`config.mk`:
```
export PLATFORM = sky130hd
export DESIGN_NAME = general_purpose_timer_set
export DESIGN_NICKNAME = d
export VERILOG_FILES = /design/src/timer_set_pkg.sv /design/src/general_purpose_timer_set.sv
export SDC_FILE = /design/constraint.sdc
export NUM_CORES = 2
export LEC_CHECK = 0
export BUFFER_PORTS_ARGS = -buffer_cell sky130_fd_sc_hd__buf_2
export CAP_MARGIN = 20
export CORE_AREA = 2 2 707 709
export CTS_BUF_LIST = sky130_fd_sc_hd__clkbuf_2 sky130_fd_sc_hd__clkbuf_4 sky130_fd_sc_hd__clkbuf_8
export DETAILED_ROUTE_END_ITERATION = 6
export DIE_AREA = 0 0 709 711
export HOLD_SLACK_MARGIN = 0.03
export SLEW_MARGIN = 20
export SYNTH_ARGS = -nofsm -noshare
export SYNTH_HDL_FRONTEND = slang
export SYNTH_SLANG_ARGS = --single-unit
```
`constraint.sdc`:
```
create_clock -name clk -period 6.15 [get_ports clk]
set_input_delay 0 -clock clk [delete_from_list [all_inputs] [get_ports clk]]
set_output_delay 0 -clock clk [all_outputs]
set_load 0.05 [all_outputs]
```
`src/timer_set_pkg.sv`:
```
// shared constants for the general purpose timer set
package timer_set_pkg;
    localparam int NUM_TIMERS = 5;
    localparam int MAX_CH = 4;
    localparam int WIDE_W = 32;
    localparam int NARROW_W = 16;
    localparam int PSC_W = 16;
    // timer slots inside the set
    localparam int WIDE_IDX = 0;
    localparam int NARROW_IDX = 1;
    localparam int FIRST_SINGLE_IDX = 2;
    // channel count of the dual-direction and the single-channel timers
    localparam int DUAL_CH = 4;
    localparam int SINGLE_CH = 1;
    // channel modes
    localparam logic [1:0] MODE_CAPTURE = 2'h0;
    localparam logic [1:0] MODE_COMPARE = 2'h1;
    localparam logic [1:0] MODE_PWM = 2'h2;
    localparam logic [1:0] MODE_ONE_PULSE = 2'h3;
    // trigger source of a dual-direction timer
    localparam logic [1:0] TRIG_NONE = 2'h0;
    localparam logic [1:0] TRIG_ADVANCED = 2'h1;
    localparam logic [1:0] TRIG_PARTNER = 2'h2;
    // hall mode watches this many sensor lines
    localparam int HALL_LINES = 3;
endpackage

```
`src/general_purpose_timer_set.sv`:
```
// five general purpose timers: counters, prescalers, channels, encoder and trigger chain
`timescale 1ns/10ps
`default_nettype none

module timer_core #(
    parameter int CW = 16,
    parameter int NCH = 1,
    parameter bit DIR_EN = 1'b0
) (
    input wire logic clk,                        // timer clock
    input wire logic rst_b,                      // async reset, active low
    input wire logic en_i,                       // counter enable
    input wire logic dir_down_i,                 // count down when set
    input wire logic run_i,                      // low while frozen for debug
    input wire logic enc_mode_i,                 // quadrature encoder counting
    input wire logic hall_mode_i,                // hall sensor capture on channel 0
    input wire logic trig_i,                     // restart pulse from the chain
    input wire logic [15:0] psc_i,               // prescaler value
    input wire logic [CW-1:0] arr_i,             // auto-reload value
    input wire logic [NCH-1:0][1:0] mode_i,      // channel modes
    input wire logic [NCH-1:0][CW-1:0] cmp_i,    // channel compare values
    input wire logic [NCH-1:0] ch_in_i,          // filtered channel inputs
    output logic [CW-1:0] cnt_o,                 // counter value
    output logic upd_o,                          // update event pulse
    output logic [NCH-1:0] ch_out_o,             // channel outputs
    output logic [NCH-1:0][CW-1:0] cap_o,        // captured values
    output logic [NCH-1:0] cc_o,                 // channel event pulses
    output logic dma_o                           // dma request pulse
);
    logic [CW-1:0] cnt_r, cnt_nxt;
    logic [15:0] psc_cnt_r, psc_cnt_nxt, psc_act_r, psc_act_nxt;
    logic upd_r, upd_nxt, dma_r, dma_nxt, step, down;
    logic [NCH-1:0] prev_r, prev_nxt, out_r, out_nxt, cc_r, cc_nxt, done_r, done_nxt;
    logic [NCH-1:0][CW-1:0] cap_r, cap_nxt;
    logic [3:0] ch4, prev4;
    logic a_edge, hall_chg, ev;

    assign ch4 = 4'(ch_in_i);
    assign prev4 = 4'(prev_r);
    assign a_edge = ch4[0] ^ prev4[0];
    // hall: any change on the xor of the sensor lines
    assign hall_chg = (^ch4[timer_set_pkg::HALL_LINES-1:0])
        ^ (^prev4[timer_set_pkg::HALL_LINES-1:0]);

    always_comb begin
        cnt_nxt = cnt_r;
        psc_cnt_nxt = psc_cnt_r;
        psc_act_nxt = psc_act_r;
        upd_nxt = 1'b0;
        step = 1'b0;
        prev_nxt = ch_in_i;
        out_nxt = out_r;
        cc_nxt = '0;
        done_nxt = done_r;
        cap_nxt = cap_r;
        ev = 1'b0;
        down = DIR_EN && (enc_mode_i ? ~(ch4[0] ^ ch4[1]) : dir_down_i);
        if (en_i && run_i) begin
            if (trig_i) begin
                cnt_nxt = '0;
                psc_cnt_nxt = '0;
                upd_nxt = 1'b1;
            end else begin
                if (DIR_EN && enc_mode_i) begin
                    step = a_edge;
                end else if (psc_cnt_r >= psc_act_r) begin
                    psc_cnt_nxt = '0;
                    step = 1'b1;
                end else begin
                    psc_cnt_nxt = psc_cnt_r + 16'h1;
                end
                if (step) begin
                    if (down) begin
                        if (cnt_r == '0) begin
                            cnt_nxt = arr_i;
                            upd_nxt = 1'b1;
                        end else begin
                            cnt_nxt = cnt_r - CW'(1);
                        end
                    end else if (cnt_r >= arr_i) begin
                        cnt_nxt = '0;
                        upd_nxt = 1'b1;
                    end else begin
                        cnt_nxt = cnt_r + CW'(1);
                    end
                end
            end
        end
        if (upd_nxt) begin
            psc_act_nxt = psc_i;
        end
        for (int k = 0; k < NCH; k++) begin
            case (mode_i[k])
                timer_set_pkg::MODE_CAPTURE: begin
                    out_nxt[k] = 1'b0;
                    ev = (hall_mode_i && k == 0) ? hall_chg : (ch_in_i[k] && !prev_r[k]);
                    if (ev) begin
                        cap_nxt[k] = cnt_r;
                        cc_nxt[k] = 1'b1;
                    end
                end
                timer_set_pkg::MODE_COMPARE: begin
                    if (step && cnt_r == cmp_i[k]) begin
                        out_nxt[k] = !out_r[k];
                        cc_nxt[k] = 1'b1;
                    end
                end
                timer_set_pkg::MODE_PWM: begin
                    out_nxt[k] = cnt_r < cmp_i[k];
                end
                timer_set_pkg::MODE_ONE_PULSE: begin
                    // a single pulse per enable; re-arm by dropping the enable
                    if (upd_nxt) begin
                        done_nxt[k] = 1'b1;
                    end
                    out_nxt[k] = !done_r[k] && en_i && (cnt_r < cmp_i[k]);
                end
                default: begin
                    out_nxt[k] = 1'b0;
                end
            endcase
            if (!en_i) begin
                done_nxt[k] = 1'b0;
            end
        end
        dma_nxt = upd_nxt || (|cc_nxt);
    end

    always_ff @(posedge clk or negedge rst_b) begin
        if (!rst_b) begin
            cnt_r <= '0;
            psc_cnt_r <= 16'h0;
            psc_act_r <= 16'h0;
            upd_r <= 1'b0;
            dma_r <= 1'b0;
            prev_r <= '0;
            out_r <= '0;
            cc_r <= '0;
            done_r <= '0;
            cap_r <= '0;
        end else begin
            cnt_r <= cnt_nxt;
            psc_cnt_r <= psc_cnt_nxt;
            psc_act_r <= psc_act_nxt;
            upd_r <= upd_nxt;
            dma_r <= dma_nxt;
            prev_r <= prev_nxt;
            out_r <= out_nxt;
            cc_r <= cc_nxt;
            done_r <= done_nxt;
            cap_r <= cap_nxt;
        end
    end

    assign cnt_o = cnt_r;
    assign upd_o = upd_r;
    assign ch_out_o = out_r;
    assign cap_o = cap_r;
    assign cc_o = cc_r;
    assign dma_o = dma_r;
endmodule

// Functional notes
// - The wide dual-direction timer counts up or down on 32 bits behind a 16-bit prescaler.
// - The narrow dual-direction timer counts up or down on 16 bits behind a 16-bit prescaler.
// - Each dual-direction timer has four channels for capture, compare, pwm or one pulse.
// - The dual-direction timers restart from each other or the advanced control timer.
// - Each dual-direction timer raises its own dma requests.
// - The dual-direction timers count quadrature encoders and capture hall sensor changes.
// - The dual-direction counters stop while the core is halted and freeze is chosen.
// - The first single-channel timer counts up only on 16 bits behind a 16-bit prescaler.
// - The first single-channel timer has one channel with all four channel modes.
// - The first single-channel counter can freeze while the core is halted.
// - The second and third single-channel timers count up on 16 bits with a prescaler.
// - The second and third single-channel timers each have one channel with all modes.
// - Every timer works as a pwm generator or as a periodic time base.
module general_purpose_timer_set #(
    parameter int WIDE_W = timer_set_pkg::WIDE_W,
    parameter int NARROW_W = timer_set_pkg::NARROW_W
) (
    input wire logic clk,                                   // 25 MHz timer clock
    input wire logic rst_b,                                 // async reset, active low
    input wire logic dbg_halt_i,                            // core halted for debug
    input wire logic [4:0] freeze_i,                        // freeze per timer in debug
    input wire logic [4:0] en_i,                            // counter enable per timer
    input wire logic [1:0] dir_down_i,                      // down count, dual timers
    input wire logic [1:0] enc_mode_i,                      // encoder mode, dual timers
    input wire logic [1:0] hall_mode_i,                     // hall mode, dual timers
    input wire logic [1:0][1:0] trig_sel_i,                 // trigger source, dual timers
    input wire logic adv_trig_i,                            // pulse from advanced control timer
    input wire logic [4:0][15:0] psc_i,                     // prescaler values
    input wire logic [4:0][WIDE_W-1:0] arr_i,               // reload values
    input wire logic [4:0][3:0][1:0] mode_i,                // channel modes
    input wire logic [4:0][3:0][WIDE_W-1:0] cmp_i,          // compare values
    input wire logic [4:0][3:0] ch_pin_i,                   // channel input pins
    output wire logic [4:0][WIDE_W-1:0] cnt_o,              // counter values
    output wire logic [4:0] upd_o,                          // update pulses
    output wire logic [1:0] trig_out_o,                     // chain pulses, dual timers
    output wire logic [4:0][3:0] ch_out_o,                  // channel outputs
    output wire logic [4:0][3:0][WIDE_W-1:0] cap_o,         // captured values
    output wire logic [4:0][3:0] cc_o,                      // channel event pulses
    output wire logic [1:0] dma_o                           // dma requests, dual timers
);
    logic [19:0] s1_r, s2_r, s3_r, filt_r, filt_nxt;
    logic [1:0] trig_w;

    // three-stage sync; a level counts only when stages two and three agree
    always_comb begin
        filt_nxt = filt_r;
        for (int b = 0; b < 20; b++) begin
            if (s2_r[b] == s3_r[b]) begin
                filt_nxt[b] = s3_r[b];
            end
        end
    end

    always_ff @(posedge clk or negedge rst_b) begin
        if (!rst_b) begin
            s1_r <= 20'h0;
            s2_r <= 20'h0;
            s3_r <= 20'h0;
            filt_r <= 20'h0;
        end else begin
            s1_r <= ch_pin_i;
            s2_r <= s1_r;
            s3_r <= s2_r;
            filt_r <= filt_nxt;
        end
    end

    for (genvar d = 0; d < 2; d++) begin : g_trig
        assign trig_w[d] = (trig_sel_i[d] == timer_set_pkg::TRIG_ADVANCED) ? adv_trig_i :
                           (trig_sel_i[d] == timer_set_pkg::TRIG_PARTNER) ? upd_o[1-d] : 1'b0;
        assign trig_out_o[d] = upd_o[d];
    end

    // every slot is a time base with pwm-capable channels
    for (genvar i = 0; i < timer_set_pkg::NUM_TIMERS; i++) begin : g_tmr
        localparam int CW = (i == timer_set_pkg::WIDE_IDX) ? WIDE_W : NARROW_W;
        localparam bit DUAL = (i < timer_set_pkg::FIRST_SINGLE_IDX);
        localparam int NCH = DUAL ? timer_set_pkg::DUAL_CH : timer_set_pkg::SINGLE_CH;
        logic [NCH-1:0][1:0] mode_w;
        logic [NCH-1:0][CW-1:0] cmp_w, cap_w;
        logic [NCH-1:0] out_w, cc_w;
        logic [CW-1:0] cnt_w;
        logic dma_w;

        for (genvar k = 0; k < timer_set_pkg::MAX_CH; k++) begin : g_ch
            if (k < NCH) begin : g_used
                assign mode_w[k] = mode_i[i][k];
                assign cmp_w[k] = cmp_i[i][k][CW-1:0];
                assign cap_o[i][k] = WIDE_W'(cap_w[k]);
                assign ch_out_o[i][k] = out_w[k];
                assign cc_o[i][k] = cc_w[k];
            end else begin : g_idle
                assign cap_o[i][k] = '0;
                assign ch_out_o[i][k] = 1'b0;
                assign cc_o[i][k] = 1'b0;
            end
        end

        timer_core #(
            .CW(CW),
            .NCH(NCH),
            .DIR_EN(DUAL)
        ) i_timer_core (
            .clk(clk),
            .rst_b(rst_b),
            .en_i(en_i[i]),
            .dir_down_i(DUAL ? dir_down_i[DUAL ? i : 0] : 1'b0),
            .run_i(!(dbg_halt_i && freeze_i[i])),
            .enc_mode_i(DUAL ? enc_mode_i[DUAL ? i : 0] : 1'b0),
            .hall_mode_i(DUAL ? hall_mode_i[DUAL ? i : 0] : 1'b0),
            .trig_i(DUAL ? trig_w[DUAL ? i : 0] : 1'b0),
            .psc_i(psc_i[i]),
            .arr_i(arr_i[i][CW-1:0]),
            .mode_i(mode_w),
            .cmp_i(cmp_w),
            // encoder and hall lines come through the channel inputs
            .ch_in_i(filt_r[i*4 +: NCH]),
            .cnt_o(cnt_w),
            .upd_o(upd_o[i]),
            .ch_out_o(out_w),
            .cap_o(cap_w),
            .cc_o(cc_w),
            .dma_o(dma_w)
        );
        assign cnt_o[i] = WIDE_W'(cnt_w);
        if (DUAL) begin : g_dma
            assign dma_o[i] = dma_w;
        end
    end
endmodule

`default_nettype wire

```
==> impl_results.md <==
- Status: completed
- Total global routing track utilization: 8.77%
- Cts repair resizes: 0
- Global placement routability congestion: 0.863
- Largest fanout on the critical path: 6
- Clock network latency to the later pin of the worst-skew pair: 970 ps
- First drt pass iteration count: 6
- Worst setup EP type: flop
- Area inside the core boundary: 496000 µm²
- Critical path data required time: 7000 ps
- Unrepaired setup endpoints after global routing: false
- Launch point of the worst hold path: mode_i[6]
- Clock Tree Root: clkbuf_8
- HPWL after detailed placement: 188000 µm
- Final Hold Fails: 0
- Post-Syn Area: 40100 µm²
- Prevailing post-synth register cell: dfrtp_1
- Die area: 504000 µm²
- Maximum buffer depth of the clock tree: 4
- Final instance count without filler cells: 12400
- Final total negative setup slack: 0 ps
- Grt ovf: 0
- Worst-margin pin slew: 1160 ps
- Die extent in x: 709 µm
- Final Slew Violations: 0
- Total wire length: 230000 µm
- Largest net degree at the start of global routing: 135
- Number of buffers inserted during clock tree synthesis: 125
- Sequential element share of the synthesized area: 36.9%
- Detailed Route Iter0 Violations: 2837
- Setup violations, final: 0
- Final Critical Period: 5840 ps
- Wire length of the first global-routing pass: 303000 µm
- Distinct cell type count after synthesis: 83
- Post-DR wirelength/cell: 18.5 µm
- Max Cap Violations: 0
- Origin of the critical flop-to-flop path: g_tmr[1].i_timer_core.upd_o
- TritonCTS clock tree: built
- Port Buf Inserts: 839
- Critical path class: flop to flop
- Number of remaining DRC errors: 0
- Vias post-DR: 36800
- Worst vdd rail ir drop: 0.367 mV
- Ys async rst share: 100%
- Number of buffers inserted to repair setup after CTS: 0
- Power Dens Cells: 409 nW/µm²
- Vias/cell: 2.97
- Leading post-synthesis cells by cell area: dfrtp_1 (37%), ha_1 (13%), buf_4 (9.3%), mux2_2 (8.7%), inv_1 (4.4%)
- Count of pins on the block boundary: 1813
- Class of the tightest hold or removal check: primary input to flop
- Area Growth Syn to Fin: 48.1%
- Tcrit/Tclk final: 95.0%
- Highest clock frequency the design can meet: 171 MHz
- Leakage power: 28.5 nW
- Max transition margin: 22.2%
- Post-synthesis cell type with the largest combined area: dfrtp_1
- Dpl cells: 11700
- Sort of element at the start of the critical path: flop
- Yosys reg bits: 591
- Average cell area after synthesis: 9.59 µm²
- Clock skew: 83.3 ps
- Proportion of netlist area held by the largest area contributor: 36.9%
- NumNets Final: 7025
- Fillcell total: 56800
- Most frequent cell after synthesis: dfrtp_1
- CP Launch Point: g_tmr[1].i_timer_core.upd_o
- Number of enable-type register cells in the synthesized netlist: 0
- Data arrival time of the critical path: 6690 ps
- Number of antenna violations at the first check in global routing: 139
- Placement row count: 259
- Number of instances in the synthesized netlist: 4181
- Yosys warnings: 0
- Chip height: 711 µm
- Fraction of layout cells with a size suffix above 1: 27.1%
- Starting density of the core: 8.08%
- Via count of the first global-routing pass: 35700
- Clk pin slew, worst setup/hold paths: 70 ps
- Post-synth top cells: dfrtp_1 (591), buf_4 (497), inv_1 (474), ha_1 (432), mux2_2 (310)
- CTS H-Tree Depth: 3
- Num Clock Sinks: 591
- ANT nets after route: 0
placed cells by master, fill, tap and decap left out, types with 13 or more instances in the layout:
master / Yosys / final
buf_2: 6 / 837
dfrtp_1: 591 / 581
dlygate4sd3_1: 0 / 503
conb_1: 1 / 482
inv_1: 474 / 474
ha_1: 432 / 432
mux2_2: 310 / 310
nand2_1: 221 / 221
o21ai_0: 209 / 209
a21oi_1: 200 / 196
nor2_1: 160 / 159
clkbuf_8: 0 / 146
buf_4: 497 / 102
a21o_1: 95 / 95
nand4_1: 92 / 92
nand3_1: 76 / 76
nor3_1: 70 / 69
xnor2_1: 52 / 52
nor2b_1: 46 / 46
nand2b_1: 44 / 44
and3_1: 40 / 40
nor4_1: 35 / 33
diode_2: 0 / 32
xor2_1: 31 / 31
or3_1: 30 / 30
o22ai_1: 30 / 29
a211oi_1: 27 / 27
o211ai_1: 27 / 27
clkbuf_4: 0 / 27
a22o_1: 24 / 24
clkinv_2: 0 / 22
o21a_1: 18 / 18
bufinv_16: 0 / 16
or2_2: 15 / 15
mux2_1: 14 / 14
and4_1: 13 / 13
o31ai_1: 14 / 13
cell families after synthesis:
kind of cell | Yosys count | share of synthesized area (%)
flops | 591 | 36.9
xor+xnor | 83 | 1.81
simple gates | 887 | 11.3
fa+ha+maj | 443 | 13.8
compound gates | 763 | 12.1
other cells | 1 | 0.00936
buf+inv | 1083 | 14.9
mux | 330 | 9.25
worst max-delay path: stages, from the launching register on:
cell and delay (ps):
dfrtp_1 590, nand2_1 180, o22a_1 570, nand4_1 210, dlygate4sd3_1 650, a31oi_4 740, and4_1 890, a21oi_1 450
a31oi_1 700, a21oi_1 70, dlygate4sd3_1 590
flip-flops by register name, summed over array words and instances (netlist names):
| signal | count |
|---|---|
| g_tmr.i_timer_core.cc_o | 11 |
| g_tmr.i_timer_core.prev4 | 8 |
| g_tmr.i_timer_core.ch_out_o | 11 |
| g_tmr.i_timer_core.cnt_o | 96 |
| g_tmr.i_timer_core.dma_o | 2 |
| g_tmr.i_timer_core.cap_o | 240 |
| g_tmr.i_timer_core.upd_o | 5 |
| s3_r | 11 |
| s1_r | 11 |
| g_tmr.i_timer_core.psc_act_r | 80 |
| g_tmr.i_timer_core.prev_r | 3 |
| g_tmr.i_timer_core.psc_cnt_r | 80 |
| g_tmr.i_timer_core.done_r | 11 |
| filt_r | 11 |
| s2_r | 11 |
area by class of cell:
class | instances | area (µm²) | share of cell area, %
diodes | 32 | 80.1 | 0.135
clock buffers | 173 | 2210 | 3.73
clock inverters | 56 | 737 | 1.24
inverters | 474 | 1780 | 3.00
multi-input cells | 2988 | 21300 | 35.9
flip-flops and latches | 591 | 14800 | 24.9
well taps | 6655 | 8330 | 14.0
repair buffers | 1449 | 10100 | 17.1
final timing paths:
check	end	slack (ps)	cells past startpoint
worst max-delay path	g_tmr[0].i_timer_core.ch_out_o[2]	310	10
worst min-delay path	g_tmr[0].i_timer_core.cc_o[3]	230	3
worst max register to register	g_tmr[0].i_timer_core.ch_out_o[2]	310	10
worst min register to register	s2_r[1]	340	0
max in group asynchronous	g_tmr[0].i_timer_core.cap_o[107]	4630	5
min in group asynchronous	g_tmr[4].i_timer_core.psc_cnt_r[15]	240	4
where the power goes:
group | switching [W] | internal (W) | total, W
registers | 0.00120 | 0.00502 | 0.00623
clock network | 0.00217 | 0.00301 | 0.00518
logic | 0.00891 | 0.00397 | 0.0129
total | 0.0123 | 0.0120 | 0.0243
per-layer routing:
layer | part of all wire [%] | wire length [µm] | vias to the layer above | GRT usage, %
met4 | 4.5 | 10300 | 54 | 3.43
met3 | 9.6 | 22000 | 445 | 3.16
met1 | 42 | 96700 | 17900 | 11.0
met5 | 0.16 | 367 | - | 0
li1 | - | - | 16600 | -
met2 | 44 | 101000 | 1852 | 13.7
repair_timing:
item,CTS,global route
hold endpoints to repair,937,0
setup endpoints to repair,0,0
hold buffers,504,0
per-stage QoR:
stage	utilization [%]	power (W)	hold slack [ps]	cell area [µm²]	setup WS, ps
6_report	12.0	0.0243	226	59400	309
5_1_grt	12.0	0.0258	132	59300	62.7
4_1_cts	11.9	0.0246	37.4	59300	428
3_5_place_dp	10.3	0.0185	-37.5	51300	1390
3_3_place_gp	10.3	0.0183	-35.0	51300	1390
2_1_floorplan	-	0.0141	-296	41900	2860
Note: power is estimated with default switching activity, not from simulation.
